### src/shared/occs_map.vh
`ifndef OCCS_MAP_VH
`define OCCS_MAP_VH

// Register indices; byte address is the index times four
`define OCCS_CTL_IDX        12'hF86
`define OCCS_STAT_IDX       12'hF87
`define OCCS_TRIM_IDX       12'hF88
`define OCCS_CTL_ADDR       {`OCCS_CTL_IDX, 2'b00}
`define OCCS_STAT_ADDR      {`OCCS_STAT_IDX, 2'b00}
`define OCCS_TRIM_ADDR      {`OCCS_TRIM_IDX, 2'b00}

// Control register fields and reset value
`define OCCS_CTL_RESET      8'hA0
`define OCCS_BIT_PREC_EN    7
`define OCCS_BIT_XTAL_EN    6
`define OCCS_BIT_WDOSC_EN   5
`define OCCS_BIT_PFAIL_EN   4
`define OCCS_BIT_WFAIL_EN   3
`define OCCS_SEL_HI         2
`define OCCS_SEL_LO         0

// Status register fields
`define OCCS_ST_PFAIL       0
`define OCCS_ST_WFAIL       1
`define OCCS_ST_PREC_RDY    2
`define OCCS_ST_UNLOCKED    3
`define OCCS_ST_SEL_LO      4
`define OCCS_ST_SEL_HI      6

// Unlock keys
`define OCCS_KEY_FIRST      8'hE7
`define OCCS_KEY_SECOND     8'h18

// Clock source select codes
`define OCCS_SRC_PREC_FAST  3'h0
`define OCCS_SRC_PREC_SLOW  3'h1
`define OCCS_SRC_XTAL       3'h2
`define OCCS_SRC_WDOSC      3'h3
`define OCCS_SRC_EXTPIN     3'h4

// Timing
`define OCCS_REF_PERIOD_PS  5000
`define OCCS_PREC_START_NS  25000
`define OCCS_PREC_START_CYC ((`OCCS_PREC_START_NS * 1000) / `OCCS_REF_PERIOD_PS)
`define OCCS_WDOSC_FAIL_CYC 14'h1F44

`endif

### src/hw/occs_wdosc_monitor.v
`timescale 1ns/1ps
`default_nettype none
`include "occs_map.vh"

module occs_wdosc_monitor
(
   input  wire       ref_clk,    // System clock
   input  wire       sys_rst,    // Async reset, high
   input  wire       enable,     // Watch for watchdog oscillator edges
   input  wire       wd_edge,    // One cycle per watchdog oscillator edge
   output reg        fail_pulse  // One cycle on detected failure
);

   reg [13:0] count_reg;

   // Count system clocks between watchdog edges; a slow system clock means slow detection
   always @(posedge ref_clk or posedge sys_rst)
   begin
      if (sys_rst)
      begin
         count_reg  <= 14'h0000;
         fail_pulse <= 1'b0;
      end
      else
      begin
         fail_pulse <= 1'b0;
         if (!enable || wd_edge)
            count_reg <= 14'h0000;
         else if (count_reg == `OCCS_WDOSC_FAIL_CYC - 14'h0001)
         begin
            count_reg  <= 14'h0000;
            fail_pulse <= 1'b1;
         end
         else
            count_reg <= count_reg + 14'h0001;
      end
   end

endmodule
`default_nettype wire

### src/hw/occs_top.v
`timescale 1ns/1ps
`default_nettype none
`include "occs_map.vh"

module occs_top
#(
   parameter PREC_START_CYC = `OCCS_PREC_START_CYC        // Precision oscillator settle count
)
(
   input  wire        ref_clk,                 // System clock, 200 MHz
   input  wire        sys_rst,                 // Async reset, high
   input  wire [13:0] avs_address,             // Byte address
   input  wire        avs_read,                // Read request
   input  wire        avs_write,               // Write request
   input  wire [31:0] avs_writedata,           // Write data
   input  wire [3:0]  avs_byteenable,          // Byte enables
   output reg  [31:0] avs_readdata,            // Read data
   output reg         avs_waitrequest,         // Stall
   input  wire        wd_osc_clk,              // Watchdog oscillator output, async
   input  wire        primary_osc_fail,        // Primary failure detector level, async
   input  wire        crystal_reset_disable_option, // Option: crystal off from reset release until software takes over
   input  wire [1:0]  crystal_mode_option,     // Option: crystal drive mode
   input  wire [7:0]  trim_option,             // Option: precision oscillator trim
   output reg         precision_rc_enable,     // Precision oscillator on
   output reg         precision_rc_fast,       // Precision oscillator fast mode
   output reg  [7:0]  precision_rc_trim,       // Trim to precision oscillator
   output reg         crystal_enable,          // Crystal oscillator on
   output reg         crystal_pin_override,    // Crystal pins taken from port logic
   output reg  [1:0]  crystal_mode,            // Crystal drive mode
   output reg         crystal_filter_enable,   // Crystal clock filter
   output reg         watchdog_osc_enable,     // Watchdog oscillator on
   output reg  [2:0]  sysclk_source_select,    // Effective clock mux select
   output reg         primary_fail_event,      // Pulse on primary failure
   output reg         wdosc_fail_event         // Pulse on watchdog oscillator failure
);

   localparam [1:0] LK_LOCKED = 2'h0;
   localparam [1:0] LK_FIRST  = 2'h1;
   localparam [1:0] LK_OPEN   = 2'h2;

   reg  [7:0]  ctl_reg;
   reg  [1:0]  lock_reg;
   reg  [7:0]  trim_reg;
   reg         trim_loaded_reg;
   reg         pfail_flag_reg;
   reg         wfail_flag_reg;
   reg         prec_ready_reg;
   reg  [12:0] prec_count_reg;
   reg         xtal_boot_reg;
   reg  [2:0]  sel_reg;
   reg  [2:0]  wd_sync_reg;
   reg  [1:0]  pf_sync_reg;
   reg         pf_prev_reg;
   reg  [7:0]  rd_next;
   reg         sel_ok;
   wire        bus_write;
   wire        wd_edge;
   wire        wfail_pulse;
   wire        pf_rise;
   wire        pf_detect;
   wire        lane0;
   wire [7:0]  wdata;
   wire [7:0]  stat_val;

   assign bus_write = avs_write && !avs_waitrequest;
   assign lane0     = avs_byteenable[0];
   assign wdata     = avs_writedata[7:0];
   assign wd_edge   = wd_sync_reg[1] ^ wd_sync_reg[2];
   assign pf_rise   = pf_sync_reg[1] && !pf_prev_reg;
   assign stat_val  = {1'b0, sel_reg, (lock_reg == LK_OPEN), prec_ready_reg, wfail_flag_reg, pfail_flag_reg};

   // Primary detection is lost after a watchdog failure and meaningless on the watchdog source
   assign pf_detect = ctl_reg[`OCCS_BIT_PFAIL_EN] && ctl_reg[`OCCS_BIT_WDOSC_EN] && !wfail_flag_reg
                      && (sel_reg != `OCCS_SRC_WDOSC);

   // Bus handshake: one wait cycle, then the access completes
   always @(posedge ref_clk or posedge sys_rst)
   begin
      if (sys_rst)
         avs_waitrequest <= 1'b1;
      else if ((avs_read || avs_write) && avs_waitrequest)
         avs_waitrequest <= 1'b0;
      else
         avs_waitrequest <= 1'b1;
   end

   // Read mux; unmapped addresses read zero
   always @*
   begin
      rd_next = 8'h00;
      case (avs_address)
         `OCCS_CTL_ADDR:  rd_next = ctl_reg;
         `OCCS_STAT_ADDR: rd_next = stat_val;
         `OCCS_TRIM_ADDR: rd_next = trim_reg;
         default:         rd_next = 8'h00;
      endcase
   end

   // Read data prepared during the wait cycle so it stands at the completing edge
   always @(posedge ref_clk or posedge sys_rst)
   begin
      if (sys_rst)
         avs_readdata <= 32'h00000000;
      else if (avs_read && avs_waitrequest)
         avs_readdata <= {24'h000000, rd_next};
   end

   // Unlock sequencer; only control register writes move it
   always @(posedge ref_clk or posedge sys_rst)
   begin
      if (sys_rst)
         lock_reg <= LK_LOCKED;
      else if (bus_write && lane0 && avs_address == `OCCS_CTL_ADDR)
      begin
         case (lock_reg)
            LK_LOCKED: lock_reg <= (wdata == `OCCS_KEY_FIRST) ? LK_FIRST : LK_LOCKED;
            LK_FIRST:
            begin
               if (wdata == `OCCS_KEY_SECOND)
                  lock_reg <= LK_OPEN;
               else if (wdata == `OCCS_KEY_FIRST)
                  lock_reg <= LK_FIRST;
               else
                  lock_reg <= LK_LOCKED;
            end
            LK_OPEN:   lock_reg <= LK_LOCKED;
            default:   lock_reg <= LK_LOCKED;
         endcase
      end
   end

   // Control register; changes only on the write that follows a full unlock
   always @(posedge ref_clk or posedge sys_rst)
   begin
      if (sys_rst)
         ctl_reg <= `OCCS_CTL_RESET;
      else if (bus_write && lane0 && avs_address == `OCCS_CTL_ADDR && lock_reg == LK_OPEN)
         ctl_reg <= wdata;
   end

   // Trim: option value caught after reset release, software may overwrite
   always @(posedge ref_clk or posedge sys_rst)
   begin
      if (sys_rst)
      begin
         trim_reg        <= 8'h00;
         trim_loaded_reg <= 1'b0;
      end
      else if (bus_write && lane0 && avs_address == `OCCS_TRIM_ADDR)
      begin
         trim_reg        <= wdata;
         trim_loaded_reg <= 1'b1;
      end
      else if (!trim_loaded_reg)
      begin
         trim_reg        <= trim_option;
         trim_loaded_reg <= 1'b1;
      end
   end

   // Synchronisers for the asynchronous oscillator and detector inputs
   always @(posedge ref_clk or posedge sys_rst)
   begin
      if (sys_rst)
      begin
         wd_sync_reg <= 3'h0;
         pf_sync_reg <= 2'h0;
         pf_prev_reg <= 1'b0;
      end
      else
      begin
         wd_sync_reg <= {wd_sync_reg[1:0], wd_osc_clk};
         pf_sync_reg <= {pf_sync_reg[0], primary_osc_fail};
         pf_prev_reg <= pf_sync_reg[1];
      end
   end

   // Watchdog oscillator failure counter
   occs_wdosc_monitor u_wdmon
   (
      .ref_clk    (ref_clk),
      .sys_rst    (sys_rst),
      .enable     (ctl_reg[`OCCS_BIT_WFAIL_EN] && ctl_reg[`OCCS_BIT_WDOSC_EN]),
      .wd_edge    (wd_edge),
      .fail_pulse (wfail_pulse)
   );

   // Sticky failure flags; a new event wins over a write-one clear
   always @(posedge ref_clk or posedge sys_rst)
   begin
      if (sys_rst)
      begin
         pfail_flag_reg     <= 1'b0;
         wfail_flag_reg     <= 1'b0;
         primary_fail_event <= 1'b0;
         wdosc_fail_event   <= 1'b0;
      end
      else
      begin
         primary_fail_event <= pf_rise && pf_detect;
         wdosc_fail_event   <= wfail_pulse;
         if (pf_rise && pf_detect)
            pfail_flag_reg <= 1'b1;
         else if (bus_write && lane0 && avs_address == `OCCS_STAT_ADDR && wdata[`OCCS_ST_PFAIL])
            pfail_flag_reg <= 1'b0;
         if (wfail_pulse)
            wfail_flag_reg <= 1'b1;
         else if (bus_write && lane0 && avs_address == `OCCS_STAT_ADDR && wdata[`OCCS_ST_WFAIL])
            wfail_flag_reg <= 1'b0;
      end
   end

   // Precision oscillator start-up timer; restarts on every enable
   always @(posedge ref_clk or posedge sys_rst)
   begin
      if (sys_rst)
      begin
         prec_count_reg <= 13'h0000;
         prec_ready_reg <= 1'b0;
      end
      else if (!ctl_reg[`OCCS_BIT_PREC_EN])
      begin
         prec_count_reg <= 13'h0000;
         prec_ready_reg <= 1'b0;
      end
      else if (!prec_ready_reg)
      begin
         if (prec_count_reg == PREC_START_CYC[12:0] - 13'h0001)
            prec_ready_reg <= 1'b1;
         else
            prec_count_reg <= prec_count_reg + 13'h0001;
      end
   end

   // Source readiness for the requested select; reserved codes never pass
   always @*
   begin
      sel_ok = 1'b0;
      case (ctl_reg[`OCCS_SEL_HI:`OCCS_SEL_LO])
         `OCCS_SRC_PREC_FAST: sel_ok = ctl_reg[`OCCS_BIT_PREC_EN] && prec_ready_reg;
         `OCCS_SRC_PREC_SLOW: sel_ok = ctl_reg[`OCCS_BIT_PREC_EN] && prec_ready_reg;
         `OCCS_SRC_XTAL:      sel_ok = crystal_enable;
         `OCCS_SRC_WDOSC:     sel_ok = ctl_reg[`OCCS_BIT_WDOSC_EN];
         `OCCS_SRC_EXTPIN:    sel_ok = 1'b1;
         default:             sel_ok = 1'b0;
      endcase
   end

   // Effective select: failover forces the watchdog source until software clears the primary failure flag
   always @(posedge ref_clk or posedge sys_rst)
   begin
      if (sys_rst)
         sel_reg <= `OCCS_SRC_PREC_FAST;
      else if (pf_rise && pf_detect)
         sel_reg <= `OCCS_SRC_WDOSC;
      else if (pfail_flag_reg && lock_reg != LK_LOCKED)
         sel_reg <= sel_reg;
      else if (sel_ok && lock_reg == LK_LOCKED && !pfail_flag_reg)
         sel_reg <= ctl_reg[`OCCS_SEL_HI:`OCCS_SEL_LO];
   end

   // Crystal: on from release unless the option disables it, until software takes over
   always @(posedge ref_clk or posedge sys_rst)
   begin
      if (sys_rst)
         xtal_boot_reg <= 1'b1;
      else if (bus_write && lane0 && avs_address == `OCCS_CTL_ADDR && lock_reg == LK_OPEN)
         xtal_boot_reg <= 1'b0;
   end

   // Registered oscillator controls
   always @(posedge ref_clk or posedge sys_rst)
   begin
      if (sys_rst)
      begin
         precision_rc_enable   <= 1'b1;
         precision_rc_fast     <= 1'b1;
         precision_rc_trim     <= 8'h00;
         crystal_enable        <= 1'b0;
         crystal_pin_override  <= 1'b0;
         crystal_mode          <= 2'h0;
         crystal_filter_enable <= 1'b0;
         watchdog_osc_enable   <= 1'b1;
         sysclk_source_select  <= `OCCS_SRC_PREC_FAST;
      end
      else
      begin
         precision_rc_enable   <= ctl_reg[`OCCS_BIT_PREC_EN];
         precision_rc_fast     <= (sel_reg != `OCCS_SRC_PREC_SLOW);
         precision_rc_trim     <= trim_reg;
         crystal_enable        <= ctl_reg[`OCCS_BIT_XTAL_EN]
                                  || (xtal_boot_reg && !crystal_reset_disable_option);
         crystal_pin_override  <= ctl_reg[`OCCS_BIT_XTAL_EN];
         crystal_mode          <= crystal_mode_option;
         crystal_filter_enable <= 1'b0;
         watchdog_osc_enable   <= ctl_reg[`OCCS_BIT_WDOSC_EN];
         sysclk_source_select  <= sel_reg;
      end
   end

endmodule
`default_nettype wire

### config.mk
export PLATFORM = sky130hd
export DESIGN_NAME = occs_top
export DESIGN_NICKNAME = d
export VERILOG_FILES = /design/src/hw/occs_wdosc_monitor.v /design/src/hw/occs_top.v
export VERILOG_INCLUDE_DIRS = /design/src /design/src/shared
export SDC_FILE = /design/constraint.sdc
export NUM_CORES = 1
export LEC_CHECK = 0
export BUFFER_PORTS_ARGS = -buffer_cell sky130_fd_sc_hd__buf_2
export CAP_MARGIN = 20
export CORE_MARGIN = 4
export CORE_UTILIZATION = 56
export DETAILED_ROUTE_END_ITERATION = 10
export PLACE_DENSITY_LB_ADDON = 0.15
export SYNTH_ARGS = -nofsm -noshare
export SYNTH_HDL_FRONTEND = slang
export SYNTH_SLANG_ARGS = --single-unit
### constraint.sdc
create_clock -name ref_clk -period 4.85 [get_ports ref_clk]
set_input_delay 0.97 -clock ref_clk [delete_from_list [all_inputs] [get_ports ref_clk]]
set_output_delay 0.97 -clock ref_clk [all_outputs]
set_load 0.01 [all_outputs]
== Word level (Yosys, flattened, before mapping) ==
Cells that the tools add are included.
Widths: inputs -> output; s select.

* Flip-flop bits (word level): 89
* Bits of input ports: 67
* Output and inout bits: 54
* Logic and storage cells: 113

* $add $sub $neg: 2
* Equal/unequal tests: 19
* Muxes and demuxes: 25
* Bitwise gates (word level): 1
* Reduce and logical (&&, ||, !) cells: 39

{| class="wikitable"
|+ Operators with widths
! cell !! number
|-
| $eq 14x14->1 const B || 3
|-
| $mux 13 || 3
|-
| $mux 14 || 2
|-
| $pmux 8 s3 || 1
|-
| $logic_and 1x1->1 || 21
|-
| $mux 8 || 2
|-
| $add 14x1->14 const B || 1
|-
| $eq 14x13->1 const B || 1
|-
| $add 13x1->13 const B || 1
|-
| $eq 13x13->1 const B || 1
|-
| $mux 1 || 11
|-
| $mux 3 || 3
|-
| $eq 8x5->1 const B || 1
|-
| $eq 8x8->1 const B || 1
|-
| $reduce_bool 2->1 || 4
|-
| $eq 3x2->1 const B || 2
|-
| $logic_not 1->1 || 6
|-
| $ne 2x2->1 const B || 3
|-
| $pmux 1 s4 || 1
|-
| $pmux 2 s2 || 1
|-
| $reduce_and 2->1 || 2
|-
| $eq 3x1->1 const B || 1
|-
| $eq 3x3->1 const B || 1
|-
| $logic_not 3->1 || 1
|-
| 10 further kinds || 12
|}

== Depth between registers and ports, before layout ==
* Word-level depth: 8
* Depth in mapped cells: 7
* Mapped depth without buffers: 5

== Hierarchy ==
From an unflattened synthesis, not the netlist that was laid out.

* Cell total of the unflattened synthesis: 358
* Area total of the unflattened synthesis: 4108.9 um^2

{| class="wikitable"
|+ By module, submodules not included
! module !! instances !! cells each !! area each (um^2) !! sequential area each (um^2)
|-
| occs_top || 1 || 286 || 3357.0 || 1860.5
|-
| occs_wdosc_monitor || 1 || 72 || 752.0 || 375.4
|}

== Worst setup path before layout ==
No wires, ideal clock.

* Path kind: input port to flip-flop
* Start: input avs_address[7]
* End: register ctl_reg[0]
* Setup time: 0.128 ns
* Arrival time: 2.415 ns
* Required time: 4.722 ns
* Path slack: 2.308 ns
* Stages: 5
* Cells stage by stage: or4b_4 -> nor3_2 -> and2_1 -> buf_4 -> mux2_1

* Cells in the longest elaborated chain, start to end: 3

{| class="wikitable"
|+ Ends and longest elaborated chain
! item !! RTL line !! RTL
|-
| start, declared || occs_top.v:12 || <nowiki>input wire [13:0] avs_address,</nowiki>
|-
| $eq 14x14->1 || - ||
|-
| $logic_and 1x1->1 (no source line) || - ||
|-
| $logic_and 1x1->1 || occs_top.v:137 || <nowiki>else if (bus_write && lane0 && avs_address == `OCCS_CTL_ADDR && lock_reg == LK_OPEN)</nowiki>
|-
| end signal, assigned || occs_top.v:136 || <nowiki>ctl_reg <= `OCCS_CTL_RESET;</nowiki>
|-
| end signal, assigned || occs_top.v:138 || <nowiki>ctl_reg <= wdata;</nowiki>
|-
| end, declared || occs_top.v:41 || <nowiki>reg [7:0] ctl_reg;</nowiki>
|}

Every way passes these cells.
A chain may end at the register's enable or synchronous reset.

== Worst setup path after layout ==
Same ends and word-level chain as after synthesis.

==> tab_implementation.tex <==
\begin{tabular}{lr}
\hline
Metric & Value \\
\hline
\multicolumn{2}{l}{\textbf{Yosys}} \\
Instance count of the mapped netlist & 363 \\
Synthesized area per cell & roughly 11 µm² \\
Ranking of synthesized cells by instance count & 82 x sky130\_fd\_sc\_hd\_\_dfrtp\_1, 26 x sky130\_fd\_sc\_hd\_\_buf\_4, 23 x sky130\_fd\_sc\_hd\_\_nand2\_1, 21 x sky130\_fd\_sc\_hd\_\_nor2\_1, 19 x sky130\_fd\_sc\_hd\_\_mux2\_2 \\
Number of flops mapped to enable cells by yosys & 0 \\
Area share of the leading cell type in the synthesized netlist & 0.498 \\
Synth async-reset ratio & 1.00 \\
Register area share after synthesis & 0.543 \\
Area leader, netlist & sky130\_fd\_sc\_hd\_\_dfrtp\_1 \\
Most frequently used flop master after synthesis & sky130\_fd\_sc\_hd\_\_dfrtp\_1 \\
Largest cells by area after synthesis & sky130\_fd\_sc\_hd\_\_dfrtp\_1 50\%, sky130\_fd\_sc\_hd\_\_mux2\_2 5.2\%, sky130\_fd\_sc\_hd\_\_buf\_4 4.7\% \\
Warnings from Yosys & 0 \\
Synth unique cells & 52 \\
Most common cell in the synthesized netlist & sky130\_fd\_sc\_hd\_\_dfrtp\_1 \\
Number of synthesized register bits & 89 \\
Netlist area before placement & 4120 µm² \\
\multicolumn{2}{l}{\textbf{Layout}} \\
Number of antenna cells inserted & 0 \\
Layout net count & 500 \\
Filler cell count in the final layout & roughly 590 \\
Signed area change from the synthesized netlist to the final layout & 14.5\% \\
Share of final-layout standard cells stronger than drive strength 1 & 0.275 \\
Finished layout cell area & 4720 µm² \\
Largest register FFs & 14 \\
\multicolumn{2}{l}{\textbf{Critical path}} \\
Worst EP required & 5100 ps \\
Type of element launching the critical path & input port \\
Class of the most critical setup path & in -> reg \\
Critical path capture point type & register \\
CP arrival & 2810 ps \\
Maximum fanout along the worst path & 9 \\
\multicolumn{2}{l}{\textbf{Floorplanning}} \\
Number of top-level pins & 121 \\
Initial cell density of the core & 0.571 \\
Die Span Y & 93.8 µm \\
DIE WIDTH & 93.8 µm \\
Full die area & around 8800 µm² \\
Rows & 31 \\
Area inside the core boundary & about 7200 µm² \\
\multicolumn{2}{l}{\textbf{GRT}} \\
Layer with the highest usage after global routing & met2 \\
Number of global-route vias before repair & about 2800 \\
Global route overflow & 0 \\
Maximum number of pins on one net before global-route repair & 53 \\
Number of antenna violations at the first check in global routing & 0 \\
Met2 track demand over resource in global routing & 0.297 \\
Global-route wire length before repair & 13700 µm \\
Global Route met1 Usage & 0.290 \\
Global-route met3 utilization & 0.0353 \\
GRT Total Usage & 0.200 \\
\multicolumn{2}{l}{\textbf{Timing}} \\
Total Neg Setup Slack & 0 ps \\
PnR worst setup slack & 2280 ps \\
Min Clock Period, post-route & between 2000 and 3000 ps \\
Hold WS & between 300 and 400 ps \\
Setup clock skew after layout & around 10 ps \\
Max-Slew Margin vs Limit & 0.421 \\
Final Hold Vio Count & 0 \\
Share of the clock period used by the worst path after layout & 0.529 \\
Final max-slew violation count & 0 \\
Number of endpoints failing setup at the final stage & 0 \\
Setup repair after global routing missed its margin & false \\
Actual transition at the worst max-transition pin & approximately 870 ps \\
Fmax & 0.390 GHz \\
\multicolumn{2}{l}{\textbf{Placement}} \\
Cell area after placement & 4450 µm² \\
Placement Setup Slack & 1900 ps \\
Final weighted congestion in routability-driven placement & 0.865 \\
Port Buffer Count & 68 \\
Hpwl dp & 5920 µm \\
\multicolumn{2}{l}{\textbf{Job}} \\
MaxCap Viol Count & 0 \\
\multicolumn{2}{l}{\textbf{Clocking}} \\
Clock Tree Buf Depth & 2 \\
H-Tree Depth & 3 \\
CTS clk-pin slew, worst paths & approximately 90 ps \\
Buffers inserted during post-CTS setup optimization & 0 \\
Post-CTS Hold Fix Bufs & 0 \\
Clk Latency, worst-skew pair & 360 ps \\
Inserted Clock Buffers & 9 \\
Post\_cts resized & 0 \\
Clock Tree Root & sky130\_fd\_sc\_hd\_\_clkbuf\_8 \\
TritonCTS clock tree & built \\
Clock Sink Count & 89 \\
\multicolumn{2}{l}{\textbf{Status}} \\
Result of the run & finished clean \\
\multicolumn{2}{l}{\textbf{Drt}} \\
Number of vias after detailed routing & 2873 \\
Post-detailed-route wirelength per cell & 15.4 µm \\
First-iteration detailed-routing DRC count & about 150 \\
DRC Markers & 0 \\
Vias per Instance & 5.37 \\
Detail Route Antenna Nets & 0 \\
Iteration count of the initial detailed-routing pass & 4 \\
Wirelength, routed & 8230 µm \\
\multicolumn{2}{l}{\textbf{Power and ir drop}} \\
Leakage Power & 2.16 nW \\
Worst vdd rail ir drop & 0.000200 V \\
Power density over cell area & 325 nW/µm² \\
\multicolumn{2}{l}{\textbf{Min path}} \\
Class of the tightest hold or removal check & reg -> reg \\
\hline
\end{tabular}
-- final cells by class --
type                    count  area [µm²]  area share
inverters                   8        31.3     0.00663
repair buffers             69         348      0.0737
multi-input cells         254        1710       0.362
clock buffers               9         124      0.0262
clock inverters             7         146      0.0310
flip-flops and latches     89        2240       0.474
well taps                  99         124      0.0262
-- layout by cell type, fill, tap and decap left out, drive strengths merged, types with 2 or more instances in the layout --
cell | synthesis | final
dfrtp | 82 | 82
buf | 28 | 69
mux2 | 27 | 27
conb | 2 | 26
nand2 | 24 | 24
nor2 | 21 | 21
nand3 | 15 | 15
o21ai | 13 | 13
nor3 | 12 | 12
nand4 | 11 | 11
and2 | 11 | 11
xnor2 | 10 | 10
xor2 | 10 | 10
inv | 8 | 10
clkbuf | 8 | 9
nor4b | 9 | 9
a211oi | 7 | 7
dfstp | 7 | 7
nor2b | 4 | 4
nand4b | 4 | 4
and3 | 4 | 4
a22oi | 4 | 4
bufinv | 0 | 4
nor4 | 4 | 4
a21o | 3 | 3
or4 | 3 | 3
a21boi | 3 | 3
a21oi | 3 | 3
or4b | 3 | 3
nand3b | 2 | 2
nand2b | 2 | 2
and3b | 2 | 2
or3 | 2 | 2
and4 | 2 | 2
a222oi | 2 | 2
o31a | 2 | 2
ha | 2 | 2
-- path summary, 6_finish.rpt --
check	start	end	slack [ps]	cells past startpoint
min in group asynchronous	sys_rst	wdosc_fail_event	760	2
worst max-delay path	avs_address[7]	ctl_reg[0]	2280	5
worst min register to register	pf_sync_reg[0]	pf_sync_reg[1]	350	0
worst max register to register	ctl_reg[5]	sel_reg[0]	2980	4
worst min-delay path	pf_sync_reg[0]	pf_sync_reg[1]	350	0
max in group asynchronous	sys_rst	watchdog_osc_enable	3110	3
-- metal layers --
layer  vias up  share of wire
met5         -              0
met4         0          0.010
met3         8          0.059
met2        80           0.48
met1      1402           0.45
li1       1383              -
-- worst max-delay path: stages --
cell and delay (ps):
sky130_fd_sc_hd__buf_2 90, sky130_fd_sc_hd__or4b_4 550, sky130_fd_sc_hd__nor3_2 360, sky130_fd_sc_hd__and2_1 470
sky130_fd_sc_hd__mux2_1 360
-- where the power goes --
group / total [mW] / internal, mW / leakage (nW) / switching (mW)
clock network: 0.676 / 0.400 / 0.135 / 0.276
registers: 0.771 / 0.760 / 1.16 / 0.0110
logic: 0.0843 / 0.0336 / 0.862 / 0.0507
-- stage by stage --
| step | power [mW] | util | std cells |
|---|---|---|---|
| after detailed placement | 0.871 | 0.617 | 519 |
| after global placement | 0.869 | 0.617 | 519 |
| after CTS | 1.54 | 0.654 | 535 |
| final | 1.53 | 0.654 | 535 |
| after floorplan | 0.846 | - | 387 |
| after global routing | 1.58 | 0.654 | 535 |
-- cell families (layout without fill, tap and decap cells) --
kind of cell / after synthesis / after routing / share of synthesized area
buf+inv: 44 / 93 / 0.0641
mux: 28 / 28 / 0.0762
xor+xnor: 20 / 20 / 0.0425
flops: 89 / 89 / 0.543
simple gates: 137 / 137 / 0.199
other cells: 2 / 26 / 0.00182
compound gates: 41 / 41 / 0.0680
fa+ha+maj: 2 / 2 / 0.00607
(Power assumes the default switching activity.)
